--- config.mk ---
export PLATFORM = sky130hd
export DESIGN_NAME = dcc_top
export DESIGN_NICKNAME = d
export VERILOG_FILES = /design/src/hw/dcc_pkg.sv /design/src/hw/dcc_top.sv
export VERILOG_INCLUDE_DIRS = /design/src /design/src/hw
export SDC_FILE = /design/constraint.sdc
export NUM_CORES = 1
export LEC_CHECK = 0
export ABC_AREA = 0
export BUFFER_PORTS_ARGS = -buffer_cell sky130_fd_sc_hd__buf_2
export CORE_ASPECT_RATIO = 1.1
export CORE_MARGIN = 1
export CORE_UTILIZATION = 47
export CTS_BUF_LIST = sky130_fd_sc_hd__clkbuf_8
export CTS_CLUSTER_DIAMETER = 80
export DETAILED_ROUTE_END_ITERATION = 6
export PLACE_DENSITY = 0.82
export SLEW_MARGIN = 15
export SYNTH_ARGS = -nofsm -noshare
export SYNTH_HDL_FRONTEND = slang
export SYNTH_SLANG_ARGS = --single-unit
--- constraint.sdc ---
create_clock -name mclk -period 2.1 [get_ports mclk]
set_clock_uncertainty 0.15 [all_clocks]
set_input_delay 0.105 -clock mclk [delete_from_list [all_inputs] [get_ports mclk]]
set_output_delay 0.105 -clock mclk [all_outputs]
set_load 0.005 [all_outputs]
--- src/hw/dcc_regs.svh ---
`ifndef DCC_REGS_SVH
`define DCC_REGS_SVH
// register byte addresses
`define DCC_ADDR_CONTROL 12'h000
`define DCC_ADDR_FLAGS 12'h004
`define DCC_ADDR_ENABLES 12'h008
`define DCC_ADDR_PORT 12'h00C
// comparator_control fields
`define DCC_BIT_B_OUT 7
`define DCC_BIT_A_OUT 6
`define DCC_BIT_B_INV 5
`define DCC_BIT_A_INV 4
`define DCC_BIT_SWITCH 3
`define DCC_CONTROL_RESET 8'h07
// flag register: change flag at bit six
`define DCC_BIT_FLAG 6
// enable register: change enable, peripheral enable, global enable
`define DCC_BIT_EN_CHANGE 0
`define DCC_BIT_EN_PERIPH 1
`define DCC_BIT_EN_GLOBAL 2
// port register: latch 5:0, direction 13:8, analog config 19:16
`define DCC_PORT_LAT_LSB 0
`define DCC_PORT_DIR_LSB 8
`define DCC_PORT_CFG_LSB 16
`define DCC_DIR_RESET 6'h3F
`define DCC_CFG_RESET 4'h0
`endif

--- src/hw/dcc_pkg.sv ---
package dcc_pkg;
   typedef enum logic [2:0] {
      DCC_MODE_0 = 3'b000,
      DCC_MODE_1 = 3'b001,
      DCC_MODE_2 = 3'b010,
      DCC_MODE_3 = 3'b011,
      DCC_MODE_4 = 3'b100,
      DCC_MODE_5 = 3'b101,
      DCC_MODE_MUX4 = 3'b110,
      DCC_MODE_OFF = 3'b111
   } dcc_mode_type;
   typedef struct packed {
      logic [5:0] pin_in;
      logic [3:0] cmp_gt;
      logic [1:0] ref_gt;
   } dcc_analog_type;
   typedef struct packed {
      logic [5:0] pin_out;
      logic [5:0] pin_oe_n;
   } dcc_pins_type;
endpackage : dcc_pkg

--- src/hw/dcc_top.sv ---
`timescale 1ns/100ps
`include "dcc_regs.svh"
// Overview of operation
// - three-bit mode field selects eight modes
// - output high when plus input exceeds minus
// - internal reference drives plus inputs, mode 110
// - output status bits read-only in control
// - routing puts comparator outputs, after the invert bits, on pins
// - direction bits still enable routed pins
// - invert bits five, four flip outputs
// - flag sets on either output change
// - write zero clears flag, one sets
// - interrupt needs change, peripheral, global enables
// - flag sets even when enables clear
// - change during control read may miss flag
// - control access ends mismatch condition
// - persisting mismatch keeps setting flag
// - comparators and interrupt run in sleep
// - wake leaves control register unchanged
// - reset returns control, mode 111 off
// - analog-configured pins read zero from port
// - input pins 0..3 analog after reset, config bits
// - input switch picks minus pins in mux mode
module dcc_top (
   // clock and reset
   input wire logic mclk,
   input wire logic nrst,
   // apb slave
   input wire logic psel,
   input wire logic penable,
   input wire logic pwrite,
   input wire logic [11:0] paddr,
   input wire logic [31:0] pwdata,
   output logic [31:0] prdata,
   output logic pready,
   output logic pslverr,
   // analog front end
   input wire dcc_pkg::dcc_analog_type analog,
   output logic [1:0] cmp_enable,
   output logic ref_select,
   output logic input_switch,
   // port pins
   output dcc_pkg::dcc_pins_type pins,
   // interrupt and sleep
   input wire logic sleeping,
   output logic irq,
   output logic wake
);
   import dcc_pkg::*;

   // ************************************************************
   // registers
   // ************************************************************
   dcc_mode_type comparator_mode_field;
   logic cmp_a_invert;
   logic cmp_b_invert;
   logic cmp_change_flag;
   logic [2:0] enables;
   logic [5:0] port_latch;
   logic [5:0] port_a_direction;
   logic [3:0] port_analog_config;
   logic [1:0] seen_out;
   logic sw_bit;

   // ************************************************************
   // comparator paths
   // ************************************************************
   logic [1:0] raw_out;
   logic [1:0] cmp_out;
   logic cmp_a_output;
   logic cmp_b_output;
   logic [5:0] analog_pin;
   logic mismatch;
   logic ctrl_access;
   logic apb_write;
   logic apb_read;

   assign apb_write = psel && penable && pwrite;
   assign apb_read = psel && penable && !pwrite;
   assign ctrl_access = psel && penable && (paddr == `DCC_ADDR_CONTROL);

   // analog front end reports plus>minus per input; mode picks source
   always_comb begin
      raw_out = 2'b00;
      case (comparator_mode_field)
         DCC_MODE_OFF: raw_out = 2'b00;
         DCC_MODE_MUX4: raw_out = analog.ref_gt;
         default: raw_out = analog.cmp_gt[1:0];
      endcase
   end

   assign cmp_enable = (comparator_mode_field == DCC_MODE_OFF) ? 2'b00 : 2'b11;
   assign ref_select = (comparator_mode_field == DCC_MODE_MUX4);
   assign input_switch = sw_bit;
   assign cmp_a_output = raw_out[0] ^ cmp_a_invert;
   assign cmp_b_output = raw_out[1] ^ cmp_b_invert;
   assign cmp_out = {cmp_b_output, cmp_a_output};
   assign mismatch = (cmp_out != seen_out);

   property p_ref_source;
      @(posedge mclk) disable iff (!nrst)
      ref_select |-> (raw_out == analog.ref_gt);
   endproperty
   a_ref_source: assert property (p_ref_source) else $error("reference path wrong");

   property p_plain_source;
      @(posedge mclk) disable iff (!nrst)
      (cmp_enable == 2'b11 && !ref_select) |-> (raw_out == analog.cmp_gt[1:0]);
   endproperty
   a_plain_source: assert property (p_plain_source) else $error("input path wrong");

   property p_off_quiet;
      @(posedge mclk) disable iff (!nrst)
      (comparator_mode_field == DCC_MODE_OFF) |-> (raw_out == 2'b00 && !ref_select);
   endproperty
   a_off_quiet: assert property (p_off_quiet) else $error("off mode output");

   property p_on_modes;
      @(posedge mclk) disable iff (!nrst)
      (comparator_mode_field != DCC_MODE_OFF) |-> (cmp_enable == 2'b11);
   endproperty
   a_on_modes: assert property (p_on_modes) else $error("comparators not on");

   // ************************************************************
   // control register
   // ************************************************************
   // sleep is not an input here: wake never disturbs state
   always_ff @(posedge mclk or negedge nrst) begin
      if (!nrst) begin
         comparator_mode_field <= DCC_MODE_OFF;
         cmp_a_invert <= 1'b0;
         cmp_b_invert <= 1'b0;
         sw_bit <= 1'b0;
      end else if (apb_write && paddr == `DCC_ADDR_CONTROL) begin
         comparator_mode_field <= dcc_mode_type'(pwdata[2:0]);
         sw_bit <= pwdata[`DCC_BIT_SWITCH];
         cmp_a_invert <= pwdata[`DCC_BIT_A_INV];
         cmp_b_invert <= pwdata[`DCC_BIT_B_INV];
         // output bits 7:6 are not stored; writes have no effect
      end
   end

   property p_mode_store;
      @(posedge mclk) disable iff (!nrst)
      (apb_write && paddr == `DCC_ADDR_CONTROL)
         |=> (comparator_mode_field == $past(pwdata[2:0]));
   endproperty
   a_mode_store: assert property (p_mode_store) else $error("mode not stored");

   property p_switch_store;
      @(posedge mclk) disable iff (!nrst)
      (apb_write && paddr == `DCC_ADDR_CONTROL)
         |=> (input_switch == $past(pwdata[`DCC_BIT_SWITCH]));
   endproperty
   a_switch_store: assert property (p_switch_store) else $error("switch not stored");

   property p_control_held;
      @(posedge mclk) disable iff (!nrst)
      !(apb_write && paddr == `DCC_ADDR_CONTROL)
         |=> ($stable(comparator_mode_field) && $stable(sw_bit) && $stable(cmp_b_invert));
   endproperty
   a_control_held: assert property (p_control_held) else $error("control changed");

   // copy latched at every control access ends mismatch
   always_ff @(posedge mclk or negedge nrst) begin
      if (!nrst) begin
         seen_out <= 2'b00;
      end else if (ctrl_access) begin
         seen_out <= cmp_out;
      end
   end

   // ************************************************************
   // change flag and interrupt
   // ************************************************************
   logic flag_write;

   assign flag_write = apb_write && (paddr == `DCC_ADDR_FLAGS);

   always_ff @(posedge mclk or negedge nrst) begin
      if (!nrst) begin
         cmp_change_flag <= 1'b0;
      end else if (mismatch && !ctrl_access) begin
         // a change coinciding with the control access is missed
         cmp_change_flag <= 1'b1;
      end else if (flag_write) begin
         cmp_change_flag <= pwdata[`DCC_BIT_FLAG];
      end
   end

   always_ff @(posedge mclk or negedge nrst) begin
      if (!nrst) begin
         enables <= 3'b000;
      end else if (apb_write && paddr == `DCC_ADDR_ENABLES) begin
         enables <= pwdata[2:0];
      end
   end

   assign irq = cmp_change_flag && enables[`DCC_BIT_EN_CHANGE]
      && enables[`DCC_BIT_EN_PERIPH] && enables[`DCC_BIT_EN_GLOBAL];
   // wake needs only the source enable; the core clock keeps running here
   assign wake = sleeping && cmp_change_flag && enables[`DCC_BIT_EN_CHANGE];

   property p_flag_soft_set;
      @(posedge mclk) disable iff (!nrst)
      (flag_write && pwdata[`DCC_BIT_FLAG]) |=> cmp_change_flag;
   endproperty
   a_flag_soft_set: assert property (p_flag_soft_set) else $error("soft set failed");

   property p_access_miss;
      @(posedge mclk) disable iff (!nrst)
      (ctrl_access && !cmp_change_flag) |=> !cmp_change_flag;
   endproperty
   a_access_miss: assert property (p_access_miss) else $error("flag set on access");

   property p_irq_masked;
      @(posedge mclk) disable iff (!nrst)
      (enables != 3'b111) |-> !irq;
   endproperty
   a_irq_masked: assert property (p_irq_masked) else $error("irq not masked");

   property p_sleep_wake;
      @(posedge mclk) disable iff (!nrst)
      (sleeping && irq) |-> wake;
   endproperty
   a_sleep_wake: assert property (p_sleep_wake) else $error("no wake");

   // ************************************************************
   // port registers and pins
   // ************************************************************
   always_ff @(posedge mclk or negedge nrst) begin
      if (!nrst) begin
         port_latch <= 6'h00;
         port_a_direction <= `DCC_DIR_RESET;
         port_analog_config <= `DCC_CFG_RESET;
      end else if (apb_write && paddr == `DCC_ADDR_PORT) begin
         port_latch <= pwdata[`DCC_PORT_LAT_LSB +: 6];
         port_a_direction <= pwdata[`DCC_PORT_DIR_LSB +: 6];
         port_analog_config <= pwdata[`DCC_PORT_CFG_LSB +: 4];
      end
   end

   // pin n of 0..3 analog while config below 15-n (all analog at 0)
   genvar gi;
   generate
      for (gi = 0; gi < 6; gi++) begin : g_pin
         if (gi < 4) begin : g_an
            assign analog_pin[gi] = (port_analog_config < 4'(15 - gi));
         end else begin : g_dig
            assign analog_pin[gi] = 1'b0;
         end
      end
   endgenerate

   logic route_en;
   // routing active in the modes that bring outputs out
   assign route_en = (comparator_mode_field == DCC_MODE_5)
      || (comparator_mode_field == DCC_MODE_3);

   always_comb begin
      pins.pin_out = port_latch;
      if (route_en) begin
         pins.pin_out[4] = cmp_a_output;
         pins.pin_out[5] = cmp_b_output;
      end
      pins.pin_oe_n = port_a_direction;
   end

   property p_dir_enables;
      @(posedge mclk) disable iff (!nrst)
      pins.pin_oe_n == port_a_direction;
   endproperty
   a_dir_enables: assert property (p_dir_enables) else $error("pin enable wrong");

   property p_latch_out;
      @(posedge mclk) disable iff (!nrst)
      !route_en |-> (pins.pin_out == port_latch);
   endproperty
   a_latch_out: assert property (p_latch_out) else $error("latch not on pins");

   property p_reset_analog;
      @(posedge mclk) disable iff (!nrst)
      (port_analog_config == `DCC_CFG_RESET) |-> (analog_pin[3:0] == 4'hF);
   endproperty
   a_reset_analog: assert property (p_reset_analog) else $error("pins not analog");

   // ************************************************************
   // apb read
   // ************************************************************
   assign pready = 1'b1;
   assign pslverr = 1'b0;

   logic [31:0] next_prdata;
   always_comb begin
      next_prdata = 32'h0000_0000;
      if (paddr == `DCC_ADDR_CONTROL) begin
         next_prdata[7:0] = {cmp_b_output, cmp_a_output, cmp_b_invert,
            cmp_a_invert, sw_bit, comparator_mode_field};
      end else if (paddr == `DCC_ADDR_FLAGS) begin
         next_prdata[`DCC_BIT_FLAG] = cmp_change_flag;
      end else if (paddr == `DCC_ADDR_ENABLES) begin
         next_prdata[2:0] = enables;
      end else if (paddr == `DCC_ADDR_PORT) begin
         next_prdata[`DCC_PORT_LAT_LSB +: 6] = analog.pin_in & ~analog_pin;
         next_prdata[`DCC_PORT_DIR_LSB +: 6] = port_a_direction;
         next_prdata[`DCC_PORT_CFG_LSB +: 4] = port_analog_config;
      end
   end

   always_ff @(posedge mclk or negedge nrst) begin
      if (!nrst) begin
         prdata <= 32'h0000_0000;
      end else if (psel && !penable && !pwrite) begin
         prdata <= next_prdata;
      end
   end

   property p_out_status;
      @(posedge mclk) disable iff (!nrst)
      (apb_read && paddr == `DCC_ADDR_CONTROL) |-> (prdata[7:6] == $past(cmp_out));
   endproperty
   a_out_status: assert property (p_out_status) else $error("status bits wrong");

   property p_analog_zero;
      @(posedge mclk) disable iff (!nrst)
      (apb_read && paddr == `DCC_ADDR_PORT) |-> ((prdata[5:0] & $past(analog_pin)) == 6'h00);
   endproperty
   a_analog_zero: assert property (p_analog_zero) else $error("analog pin read");

   // ************************************************************
   // checks
   // ************************************************************
   property p_flag_on_change;
      @(posedge mclk) disable iff (!nrst)
      (mismatch && !ctrl_access) |=> cmp_change_flag;
   endproperty
   a_flag_on_change: assert property (p_flag_on_change) else $error("flag missed");

   property p_irq_gate;
      @(posedge mclk) disable iff (!nrst)
      irq |-> (cmp_change_flag && enables == 3'b111);
   endproperty
   a_irq_gate: assert property (p_irq_gate) else $error("irq ungated");

   property p_access_clears;
      @(posedge mclk) disable iff (!nrst)
      ctrl_access && $stable(cmp_out) ##1 $stable(cmp_out) |-> !mismatch;
   endproperty
   a_access_clears: assert property (p_access_clears) else $error("mismatch kept");

   property p_clear_zero;
      @(posedge mclk) disable iff (!nrst)
      (flag_write && !pwdata[`DCC_BIT_FLAG] && !mismatch) |=> !cmp_change_flag;
   endproperty
   a_clear_zero: assert property (p_clear_zero) else $error("clear failed");

   property p_mismatch_holds;
      @(posedge mclk) disable iff (!nrst)
      (mismatch && !ctrl_access) [*2] |-> cmp_change_flag;
   endproperty
   a_mismatch_holds: assert property (p_mismatch_holds) else $error("flag dropped");

   property p_route;
      @(posedge mclk) disable iff (!nrst)
      route_en |-> (pins.pin_out[4] == cmp_a_output && pins.pin_out[5] == cmp_b_output);
   endproperty
   a_route: assert property (p_route) else $error("route wrong");

   property p_ctrl_write;
      @(posedge mclk) disable iff (!nrst)
      (apb_write && paddr == `DCC_ADDR_CONTROL)
         |=> (cmp_a_invert == $past(pwdata[`DCC_BIT_A_INV]));
   endproperty
   a_ctrl_write: assert property (p_ctrl_write) else $error("invert not stored");

   property p_off_mode;
      @(posedge mclk) disable iff (!nrst)
      (comparator_mode_field == DCC_MODE_OFF) |-> (cmp_enable == 2'b00);
   endproperty
   a_off_mode: assert property (p_off_mode) else $error("off mode active");
endmodule : dcc_top

## Yosys cells after proc, flatten, opt, wreduce, memory -nomap -nowiden

Index checks and enable logic that the tools add are counted.

| storage, ports and cells | value |
|---|---|
| flip-flop bits (word level) | 46 |
| word-level logic and storage cells | 68 |
| input bits | 62 |
| output and inout bits | 52 |

| operators by class | value |
|---|---|
| $lt $le $gt $ge | 4 |
| eq/ne operators | 8 |
| mux-type cells | 20 |
| bitwise gates (word level) | 4 |
| reduce and logical (&&, ||, !) cells | 21 |

Operator list:

| kind | number |
|---|---|
| 2-to-1 mux 6 bit | 6 |
| == test 12 x 4 -> 1 bit (second input constant) | 2 |
| less-than comparator 4 bit (second input constant) | 4 |
| 2-to-1 mux 4 bit | 4 |
| logical AND 1 bit | 15 |
| == test 12 x 3 -> 1 bit (second input constant) | 1 |
| zero test 12 bit | 1 |
| == test 3 bit (second input constant) | 3 |
| 2-to-1 mux 7 bit | 1 |
| bitwise AND 6 bit | 1 |
| 2-to-1 mux 3 bit | 2 |
| inverter 4 -> 6 bit | 1 |
| 2-to-1 mux 1 bit | 4 |
| 2-to-1 mux 2 bit | 2 |
| one-hot mux 2 bit (2 select lines) | 1 |
| == test 3 x 2 -> 1 bit (second input constant) | 1 |
| zero test 1 bit | 3 |
| inequality test 2 bit | 1 |
| nonzero test 2 bit | 1 |
| bitwise XOR 1 bit | 2 |
| logical OR 1 bit | 1 |

## Depth between registers and ports, before layout

Gate-level depths: netlist of run 1.

| depth | value |
|---|---|
| depth in word-level cells | 7 |
| gate-level depth with buffers | 7 |
| depth with buffers taken out | 5 |

## Least setup slack after synthesis of run 1

No wires, ideal clock.

| path | value |
|---|---|
| path type | reg2reg |
| start | register comparator_mode_field[0] |
| end | register prdata[6] |
| period minus slack after synthesis | 1753 ps |
| setup time | 122 ps |
| setup slack | 347 ps |
| data arrival time | 1482 ps |
| path buffers | 0 |
| required time | 1828 ps |
| cell stages (with the launch flop) | 6 |
| cells stage by stage | dfstp_2 > and4b_1 > a21oi_1 > xor2_1 > o21ai_0 > a32o_1 |

| between the ends | value |
|---|---|
| cells in the longest elaborated chain, start to end | 4 |
| elaborated cells between the ends (all ways) | 5 |
| those cells by class | 2 x eq/ne; 2 x mux; 1 x bitwise |

Ends and longest elaborated chain:

| what | line | source |
|---|---|---|
| start, declared | dcc_top.sv:54 | `dcc_mode_type comparator_mode_field;` |
| start signal, assigned | dcc_top.sv:135 | `comparator_mode_field <= dcc_mode_type'(pwdata[2:0]);` |
| == test 3 bit | dcc_top.sv:85 | `case (comparator_mode_field)` |
| one-hot mux 2 bit (2 select lines) (*) | dcc_top.sv:85 |  |
| bitwise XOR 1 bit (*) | dcc_top.sv:95 | `assign cmp_a_output = raw_out[0] ^ cmp_a_invert;` |
| 2-to-1 mux 7 bit (*) | dcc_top.sv:296 | `` if (paddr == `DCC_ADDR_CONTROL) begin `` |
| end signal, assigned | dcc_top.sv:314 | `prdata <= next_prdata;` |
| end, declared | dcc_top.sv:34 | `output logic [31:0] prdata,` |

Every way passes the cells marked *; elsewhere a longest branch is shown, timed or not.
A chain may end at the register's enable or synchronous reset.

==> flow_summary.yaml, run 1 <==
global_route:
  grt_overflow: 0
  grtUsageTotal_pct: 20.12
  antenna_found_initial: 0
  grt_pass1_vias: 1784
  grt_max_degree: 22
  grt_pass1_wl_um: 8142
detailed_routing:
  dr.pass1.iters: 4
  route.met3.wl_um: 219
  drt_wl_total_um: 5105
  wire_per_inst_um: 14.34
  drt-met1-wl_um: 2173
  wl_met2_um: 2644
  post-route-drc-count: 0
  top_layer_used: "met4"
  vias_per_cell: 5.090
  drt_iter0_markers: 104
  num_vias: 1812
  ant_nets: 0
yosys:
  synthXorXnorAreaFrac_pct: 1.507
  synthAdderAreaFrac_pct: 0
  synth_area_sq_mm: 0.002325
  ys_types: 45
  ys_ff_latch: 46
  yosys.area_share.simple_pct: 14.59
  synth-compound-area-share_pct: 10.06
  postSynthAreaPerCell_sq_um: 11.98
  yosysWarnings: 0
  synth_ff_type: "dfrtp_1"
  synth_edf_count: 0
  synthMuxAreaShare_pct: 15.07
  synth_top_family_by_area: "multiplexers"
  synthArstFlopShare_pct: 100.0
  syn_inst: 194
  seq_area_frac_synth_pct: 50.00
cts:
  htreeDepth: 2
  clk_path_buf_depth: 2
  root_buffer: "clkbuf_8"
  cts_tree: "yes"
  cts_sinks: 46
  clkSlewWorstSetupHoldPaths_ns: 0.09
  numCtsBuffers: 5
  clk_latency_ns: 0.31
timing:
  finalMaxSlewViolations: 0
  finalSetupTns_ns: 0
  fmax_mhz: 497.2
  hold_violations: 0
  fin_crit_sh_pct: 95.78
  period_needed_ns: 2.011
  setup_viol: 0
  rsz0062_at_grt: "no"
setup_path:
  crit_type: "flop to output port"
  cp_max_fo: 7
  worstPathArrival_ns: 1.76
  rr_startpoint: "comparator_mode_field[0]"
  start_kind: "flop"
  end_kind: "output port"
  crit_path_top_delay_cell: "dfstp_2"
  reg2reg_to: "prdata[7]"
  required_ns: 1.85
  crit_chain: "and4b_1 > a21oi_1 > xor2_2 > o21ai_0 > buf_2"
  rr_worst_depth: 5
  ff2ff_setup_slack_ns: 0.19
  max_stage_delay_ns: 0.59
layout:
  layoutNonFillerInstCount: 356
  nNetsFinal: 361
  final_common_cell: "buf_2"
  area_delta_synth_final_pct: 31.32
  n_fill_cell: 385
  final_cell_mix: "buf_2, dfrtp_1, dlygate4sd3_1"
  diodes: 0
  layout-drive-gt1-share_pct: 46.33
floorplanning:
  die_h_um: 75.76
  die_w_um: 69.06
  core_sq_mm: 0.004684
  die_area_sq_mm: 0.005232
  rows: 26
  start_util_pct: 49.63
  io_pins: 114
hold_path:
  min_path_type: "input pin to flop"
  min_from: "paddr[6]"
  min_to: "prdata[7]"
  holdPathStages: 4
power:
  power_leakage_nw: 1.605
  ir_drop_mv: 0.4032
  power_density_mw_per_mm2: 519.7
status:
  status: "complete, no violations"
place:
  dp_hpwl_um: 3920
  place_congestion: 0.7895
  dp.cells: 323
  place.port_buffers: 80
run:
  max_cap_violations: 0
## synthesized netlist by cell type, drive strengths merged, types with 4 or more instances
| master | count | share of area, % |
|---|---|---|
| nand3 | 4 | 0.86 |
| o21ai | 8 | 1.7 |
| and3 | 4 | 1.3 |
| a22o | 10 | 3.8 |
| buf | 24 | 7.8 |
| dfrtp | 37 | 40 |
| nor2 | 6 | 0.97 |
| dfstp | 9 | 10 |
| nand2 | 20 | 3.6 |
| mux2 | 26 | 14 |
## power breakdown
| part | total [mW] | internal, mW | switching, mW | leakage (nW) |
|---|---|---|---|---|
| logic | 0.151 | 0.0772 | 0.0742 | 0.960 |
| registers | 0.887 | 0.887 | 0.000638 | 0.605 |
| clock network | 0.548 | 0.238 | 0.310 | 0.0408 |
## logic make-up (layout without fill, tap and decap cells)
| family | Yosys count | after routing |
|---|---|---|
| AO/OA/AOI/OAI | 32 | 32 |
| other | 2 | 16 |
| XOR/XNOR | 4 | 4 |
| multiplexers | 28 | 28 |
| buffers and inverters | 28 | 120 |
| AND/OR/NAND/NOR | 54 | 54 |
| flip-flops | 46 | 46 |
## how the worst max path moves through the flow
| stage | from | cells after the start | slack, ns | endpoint |
|---|---|---|---|---|
| global placement | comparator_mode_field[0] | 5 | 0.21 | prdata[6] |
| floorplan | comparator_mode_field[0] | 5 | 0.35 | prdata[6] |
| global route | comparator_mode_field[0] | 5 | 0.009 | pins[10] |
| CTS | comparator_mode_field[0] | 5 | 0.03 | pins[10] |
| detailed placement | comparator_mode_field[0] | 5 | 0.19 | prdata[6] |
| finish | comparator_mode_field[0] | 5 | 0.09 | pins[11] |
## registers in the layout, summed over array words and instances (netlist names)
signal / flops
prdata: 18
port_a_direction: 6
port_latch: 6
port_analog_config: 4
comparator_mode_field: 3
enables: 3
seen_out: 2
cmp_a_invert: 1
cmp_b_invert: 1
cmp_change_flag: 1
input_switch: 1
## critical path: cells and delay by family, from the launching register on
| kind | cells | cell delay [ns] |
|---|---|---|
| AO/OA/AOI/OAI | 2 | 0.31 |
| XOR/XNOR | 1 | 0.22 |
| buffers and inverters | 1 | 0.13 |
| flip-flops | 1 | 0.59 |
| AND/OR/NAND/NOR | 1 | 0.20 |
## area by class of cell
cell class | count | area (sq um) | area share, %
flip-flops and latches | 46 | 1162 | 38.07
multi-input cells | 134 | 1037 | 33.98
repair buffers | 110 | 683.2 | 22.38
well taps | 56 | 70.07 | 2.295
clock buffers | 5 | 68.82 | 2.254
clock inverters | 3 | 23.77 | 0.7787
inverters | 2 | 7.507 | 0.2459
## layer usage
layer | track usage, % | up-vias
li1 | - | 880
met1 | 24.83 | 875
met4 | 7.256 | 0
met5 | 0 | -
met3 | 4.497 | 5
met2 | 35.38 | 52
## per-stage QoR
step	hold WS [ns]	setup WS (ns)	utilization [%]	instance area [sq um]	power [mW]
after floorplan	-0.3406	0.3466	-	2377	0.9606
after global placement	-0.09135	0.2143	57.56	2696	1.015
after detailed placement	-0.08612	0.1858	57.56	2696	1.019
after CTS	0.03416	0.03267	64.69	3030	1.596
after global routing	0.04455	0.008963	65.17	3053	1.648
final	0.03820	0.08864	65.17	3053	1.587
## repair_timing
item,CTS,global route
hold buffers,23,0
buffers inserted,0,2
hold endpoints to repair,61,0
resized for setup,2,2
setup endpoints to repair,2,2
pin swaps,1,2
Power figures use the tool's default switching activity.
==> inputs of run 2 (changes only) <==
Settings changed: PLACE_DENSITY 0.82 to unset, PLACE_DENSITY_LB_ADDON set to 0.2.
==> run 2 against run 1 <==
- worst hold slack improved by 0.0043 ns
- flip-flop and latch count unchanged
- sequential power about the same
- final cell count is 0.56% lower
- global-route usage up 0.30 points
- largest cell class unchanged
- die area is the same
- sequential share of layout area fell by 0.12 points
==> flow_summary.yaml, run 2 (synthesis results as in run 1) <==
power:
  power_leakage_nw: 1.616
  ir_drop_mv: 0.3099
  power_density_mw_per_mm2: 554.0
detailed_routing:
  post-route-drc-count: 0
  drt_wl_total_um: 5145
  wire_per_inst_um: 14.53
  dr.pass1.iters: 4
  num_vias: 1793
  vias_per_cell: 5.065
  drt_iter0_markers: 89
  ant_nets: 0
layout:
  nNetsFinal: 359
  largest_reg_flops: 18
  n_fill_cell: 392
  top_register: "prdata"
  multi_input_area_sq_mm: 0.001030
  seq_area_sq_mm: 0.001162
  layout-drive-gt1-share_pct: 45.64
  largestRegisters: "prdata (18), port_a_direction (6), port_latch (6)"
  final_common_cell: "buf_2"
  diodes: 0
  layoutNonFillerInstCount: 354
  area_delta_synth_final_pct: 31.75
  final_cell_mix: "buf_2, dfrtp_1, dlygate4sd3_1"
run:
  max_cap_violations: 0
setup_path:
  ff2ff_setup_slack_ns: 0.19
  cp_max_fo: 7
  reg2reg_to: "cmp_change_flag"
  start_kind: "flop"
  worstPathArrival_ns: 1.73
  crit_type: "flop to output port"
  required_ns: 1.85
  end_kind: "output port"
  rr_worst_depth: 6
  rr_startpoint: "comparator_mode_field[0]"
floorplanning:
  die_h_um: 75.76
  die_w_um: 69.06
  core_sq_mm: 0.004684
  die_area_sq_mm: 0.005232
  io_pins: 114
  start_util_pct: 49.63
  rows: 26
hold_path:
  min_path_type: "input pin to flop"
  min_from: "paddr[6]"
  holdPathStages: 4
  min_to: "prdata[7]"
timing:
  finalSetupTns_ns: 0
  fmax_mhz: 504.9
  fin_crit_sh_pct: 94.31
  worst_pin_slew_ns: 0.5634
  finalMaxSlewViolations: 0
  setup_viol: 0
  period_needed_ns: 1.980
  max_slew_margin_pct: 62.44
  hold_violations: 0
  rsz0062_at_grt: "no"
global_route:
  antenna_found_initial: 0
  grt_max_degree: 25
  grt_overflow: 0
  grt_pass1_vias: 1729
  grt_pass1_wl_um: 8217
  grtUsageTotal_pct: 20.42
place:
  dp.cells: 321
  place.port_buffers: 80
  dp_hpwl_um: 3705
  place_congestion: 0.8951
cts:
  clk_path_buf_depth: 2
  cts_tree: "yes"
  htreeDepth: 2
  clkSlewWorstSetupHoldPaths_ns: 0.09
  numCtsBuffers: 5
  clk_latency_ns: 0.30
  root_buffer: "clkbuf_8"
  cts_sinks: 46
status:
  status: "complete, no violations"
## run 2: repair_timing
action                                 CTS  global route
endpoints found under the hold margin   51             0
gates resized for setup                  1             2
hold buffers                            23             0
buffers inserted                         1             1
pin swaps                                1             1
setup endpoints to repair                2             2
## run 2: layout make-up
class                      count  area share [%]
tap                           56           2.288
multi-input combinational    134           33.62
timing repair buffer         108           22.22
sequential                    46           37.95
clock inverter                 3           1.430
clock buffer                   5           2.247
inverter                       2          0.2451
## run 2: through the flow
step | setup slack, ns | hold slack, ns | instance area, sq um | power, mW | util (%)
5_1_grt | 0.01283 | 0.08652 | 3063 | 1.757 | 65.38
3_3_place_gp | 0.2256 | -0.02975 | 2694 | 1.017 | 57.51
2_1_floorplan | 0.3466 | -0.3406 | 2377 | 0.9606 | -
4_1_cts | 0.01730 | 0.03988 | 3052 | 1.716 | 65.14
3_5_place_dp | 0.1931 | -0.02390 | 2694 | 1.019 | 57.51
6_report | 0.1195 | 0.04253 | 3063 | 1.697 | 65.38
## run 2: worst max-delay path by stage
stage	start	endpoint	slack [ns]	depth (start not counted)
5_1_grt	comparator_mode_field[0]	pins[10]	0.01	5
4_1_cts	comparator_mode_field[0]	pins[11]	0.02	5
6_report	comparator_mode_field[0]	pins[11]	0.12	5
3_5_place_dp	comparator_mode_field[0]	prdata[6]	0.19	5
3_3_place_gp	comparator_mode_field[0]	prdata[6]	0.23	5
2_1_floorplan	comparator_mode_field[0]	prdata[6]	0.35	5
## run 2: per-layer routing
| metal | vias up | track usage, % | share of wire, % |
|---|---|---|---|
| met5 | - | 0 | 0 |
| met4 | 0 | 6.803 | 1.1 |
| met3 | 5 | 4.762 | 5.0 |
| met2 | 60 | 34.20 | 49 |
| met1 | 857 | 26.64 | 45 |
| li1 | 871 | - | - |
## run 2: critical path, stage by stage, from the launching register on
cell     delay (ns)
dfstp_2        0.59
and4b_1        0.20
a21oi_1        0.22
xor2_2         0.20
o21ai_0        0.09
buf_2          0.13
## run 2: power breakdown
group          internal (mW)  switching [mW]
Sequential             0.887        0.000636
Clock                  0.356           0.301
Combinational         0.0777          0.0741
Total                   1.32           0.376
==> inputs of run 3 (changes only) <==
Settings changed: PLACE_DENSITY set to 0.84, PLACE_DENSITY_LB_ADDON 0.2 to unset.
==> run 3 against run 2 <==
- die area stayed put
- final cell count increased by 0.56%
- largest power group unchanged
- clock-buffer cell count stayed put
- critical path type unchanged
- sequential share of layout area is 0.34 points lower
- non-clock buffer count grew 2
==> flow_summary.yaml, run 3 (synthesis results as in run 1) <==
floorplanning:
  core_sq_mm: 0.004684
  die_w_um: 69.06
  die_h_um: 75.76
  die_area_sq_mm: 0.005232
  rows: 26
  start_util_pct: 49.63
  io_pins: 114
cts:
  cts_sinks: 46
  numCtsBuffers: 5
  clkSlewWorstSetupHoldPaths_ns: 0.09
  clk_latency_ns: 0.30
  cts_tree: "yes"
  htreeDepth: 2
  clk_path_buf_depth: 2
  root_buffer: "clkbuf_8"
layout:
  final_common_cell: "buf_2"
  diodes: 0
  fin_util_pct: 65.97
  layout-drive-gt1-share_pct: 46.33
  final_cell_mix: "buf_2, dfrtp_1, dlygate4sd3_1"
  n_fill_cell: 377
  largestRegisters: "prdata (18), port_a_direction (6), port_latch (6)"
  area_delta_synth_final_pct: 32.94
  design_area_sq_mm: 0.003090
  top_register: "prdata"
  largest_reg_flops: 18
  nNetsFinal: 361
  multi_input_area_sq_mm: 0.001037
  seq_area_sq_mm: 0.001162
  layoutNonFillerInstCount: 356
place:
  dp_hpwl_um: 3696
  dp.cells: 322
  postPlaceCellArea_sq_mm: 0.002701
  place_congestion: 0.8189
  place.port_buffers: 80
timing:
  hold_violations: 0
  finalMaxSlewViolations: 0
  finalSetupTns_ns: 0
  period_needed_ns: 2.019
  setup_viol: 0
  fin_crit_sh_pct: 96.15
  max_slew_margin_pct: 62.28
  worst_pin_slew_ns: 0.5659
  fmax_mhz: 495.2
power:
  power_density_mw_per_mm2: 557.6
  power_leakage_nw: 1.625
  ir_drop_mv: 0.3676
detailed_routing:
  post-route-drc-count: 0
  ant_nets: 0
  drt_iter0_markers: 121
  wire_per_inst_um: 14.82
  drt_wl_total_um: 5275
  vias_per_cell: 5.177
  dr.pass1.iters: 4
  num_vias: 1843
hold_path:
  holdPathStages: 4
  min_path_type: "input pin to flop"
setup_path:
  required_ns: 1.85
  cp_max_fo: 7
  end_kind: "output port"
  rr_worst_depth: 6
  worstPathArrival_ns: 1.76
  crit_type: "flop to output port"
  start_kind: "flop"
global_route:
  grt_pass1_wl_um: 8383
  grt_overflow: 0
  grtUsageTotal_pct: 20.62
  grt_pass1_vias: 1774
  antenna_found_initial: 0
  grt_max_degree: 25
status:
  status: "complete, no violations"
run:
  max_cap_violations: 0
[run 3: through the flow]
| step | total power [mW] | hold slack (ns) | setup slack, ns |
|---|---|---|---|
| floorplan | 0.9606 | -0.3406 | 0.3466 |
| global placement | 1.016 | -0.03482 | 0.2162 |
| detailed placement | 1.019 | -0.02147 | 0.1766 |
| CTS | 1.732 | 0.03904 | 0.01488 |
| global route | 1.795 | 0.06320 | -0.03425 |
| finish | 1.723 | 0.03845 | 0.08079 |
[run 3: power breakdown]
group	total, mW	internal (mW)	switching (mW)
sequential	0.887	0.887	0.000638
clock	0.680	0.363	0.317
combinational	0.156	0.0798	0.0763
[run 3: path summary, 6_finish.rpt]
check | to | from | slack (ns)
max | pins[10] | comparator_mode_field[0] | 0.08
max in group asynchronous | port_a_direction[3] | nrst | 1.01
min | prdata[7] | paddr[6] | 0.04
min in group asynchronous | prdata[8] | nrst | 0.18
min reg2reg | prdata[5] | prdata[5] | 0.31
max reg2reg | cmp_change_flag | comparator_mode_field[0] | 0.22
[run 3: final cells by class]
| cell class | instances | area share [%] |
|---|---|---|
| sequential | 46 | 37.61 |
| multi-input combinational | 134 | 33.56 |
| timing repair buffer | 110 | 22.51 |
| tap | 56 | 2.267 |
| clock buffer | 5 | 2.227 |
| clock inverter | 3 | 1.579 |
| inverter | 2 | 0.2429 |
[run 3: metal layers]
metal	track usage [%]	vias to the layer above	part of all wire [%]
met5	0	-	0
met4	9.297	0	1.7
met3	3.307	9	4.1
met2	34.63	59	50
met1	26.85	895	44
li1	-	880	-
[run 3: worst max-delay path, stage by stage (launching register included)]
cell	delay (ns)
dfstp_2	0.58
and4b_1	0.21
a21oi_2	0.19
xor2_2	0.25
o21ai_1	0.09
buf_2	0.13
[run 3: timing repair]
item                       in CTS  in global routing
pin swaps                       1                  3
setup buffers                   0                  3
hold endpoints to repair       54                  0
hold buffers                   23                  0
setup endpoints to repair       2                  2
gates resized for setup         2                  2
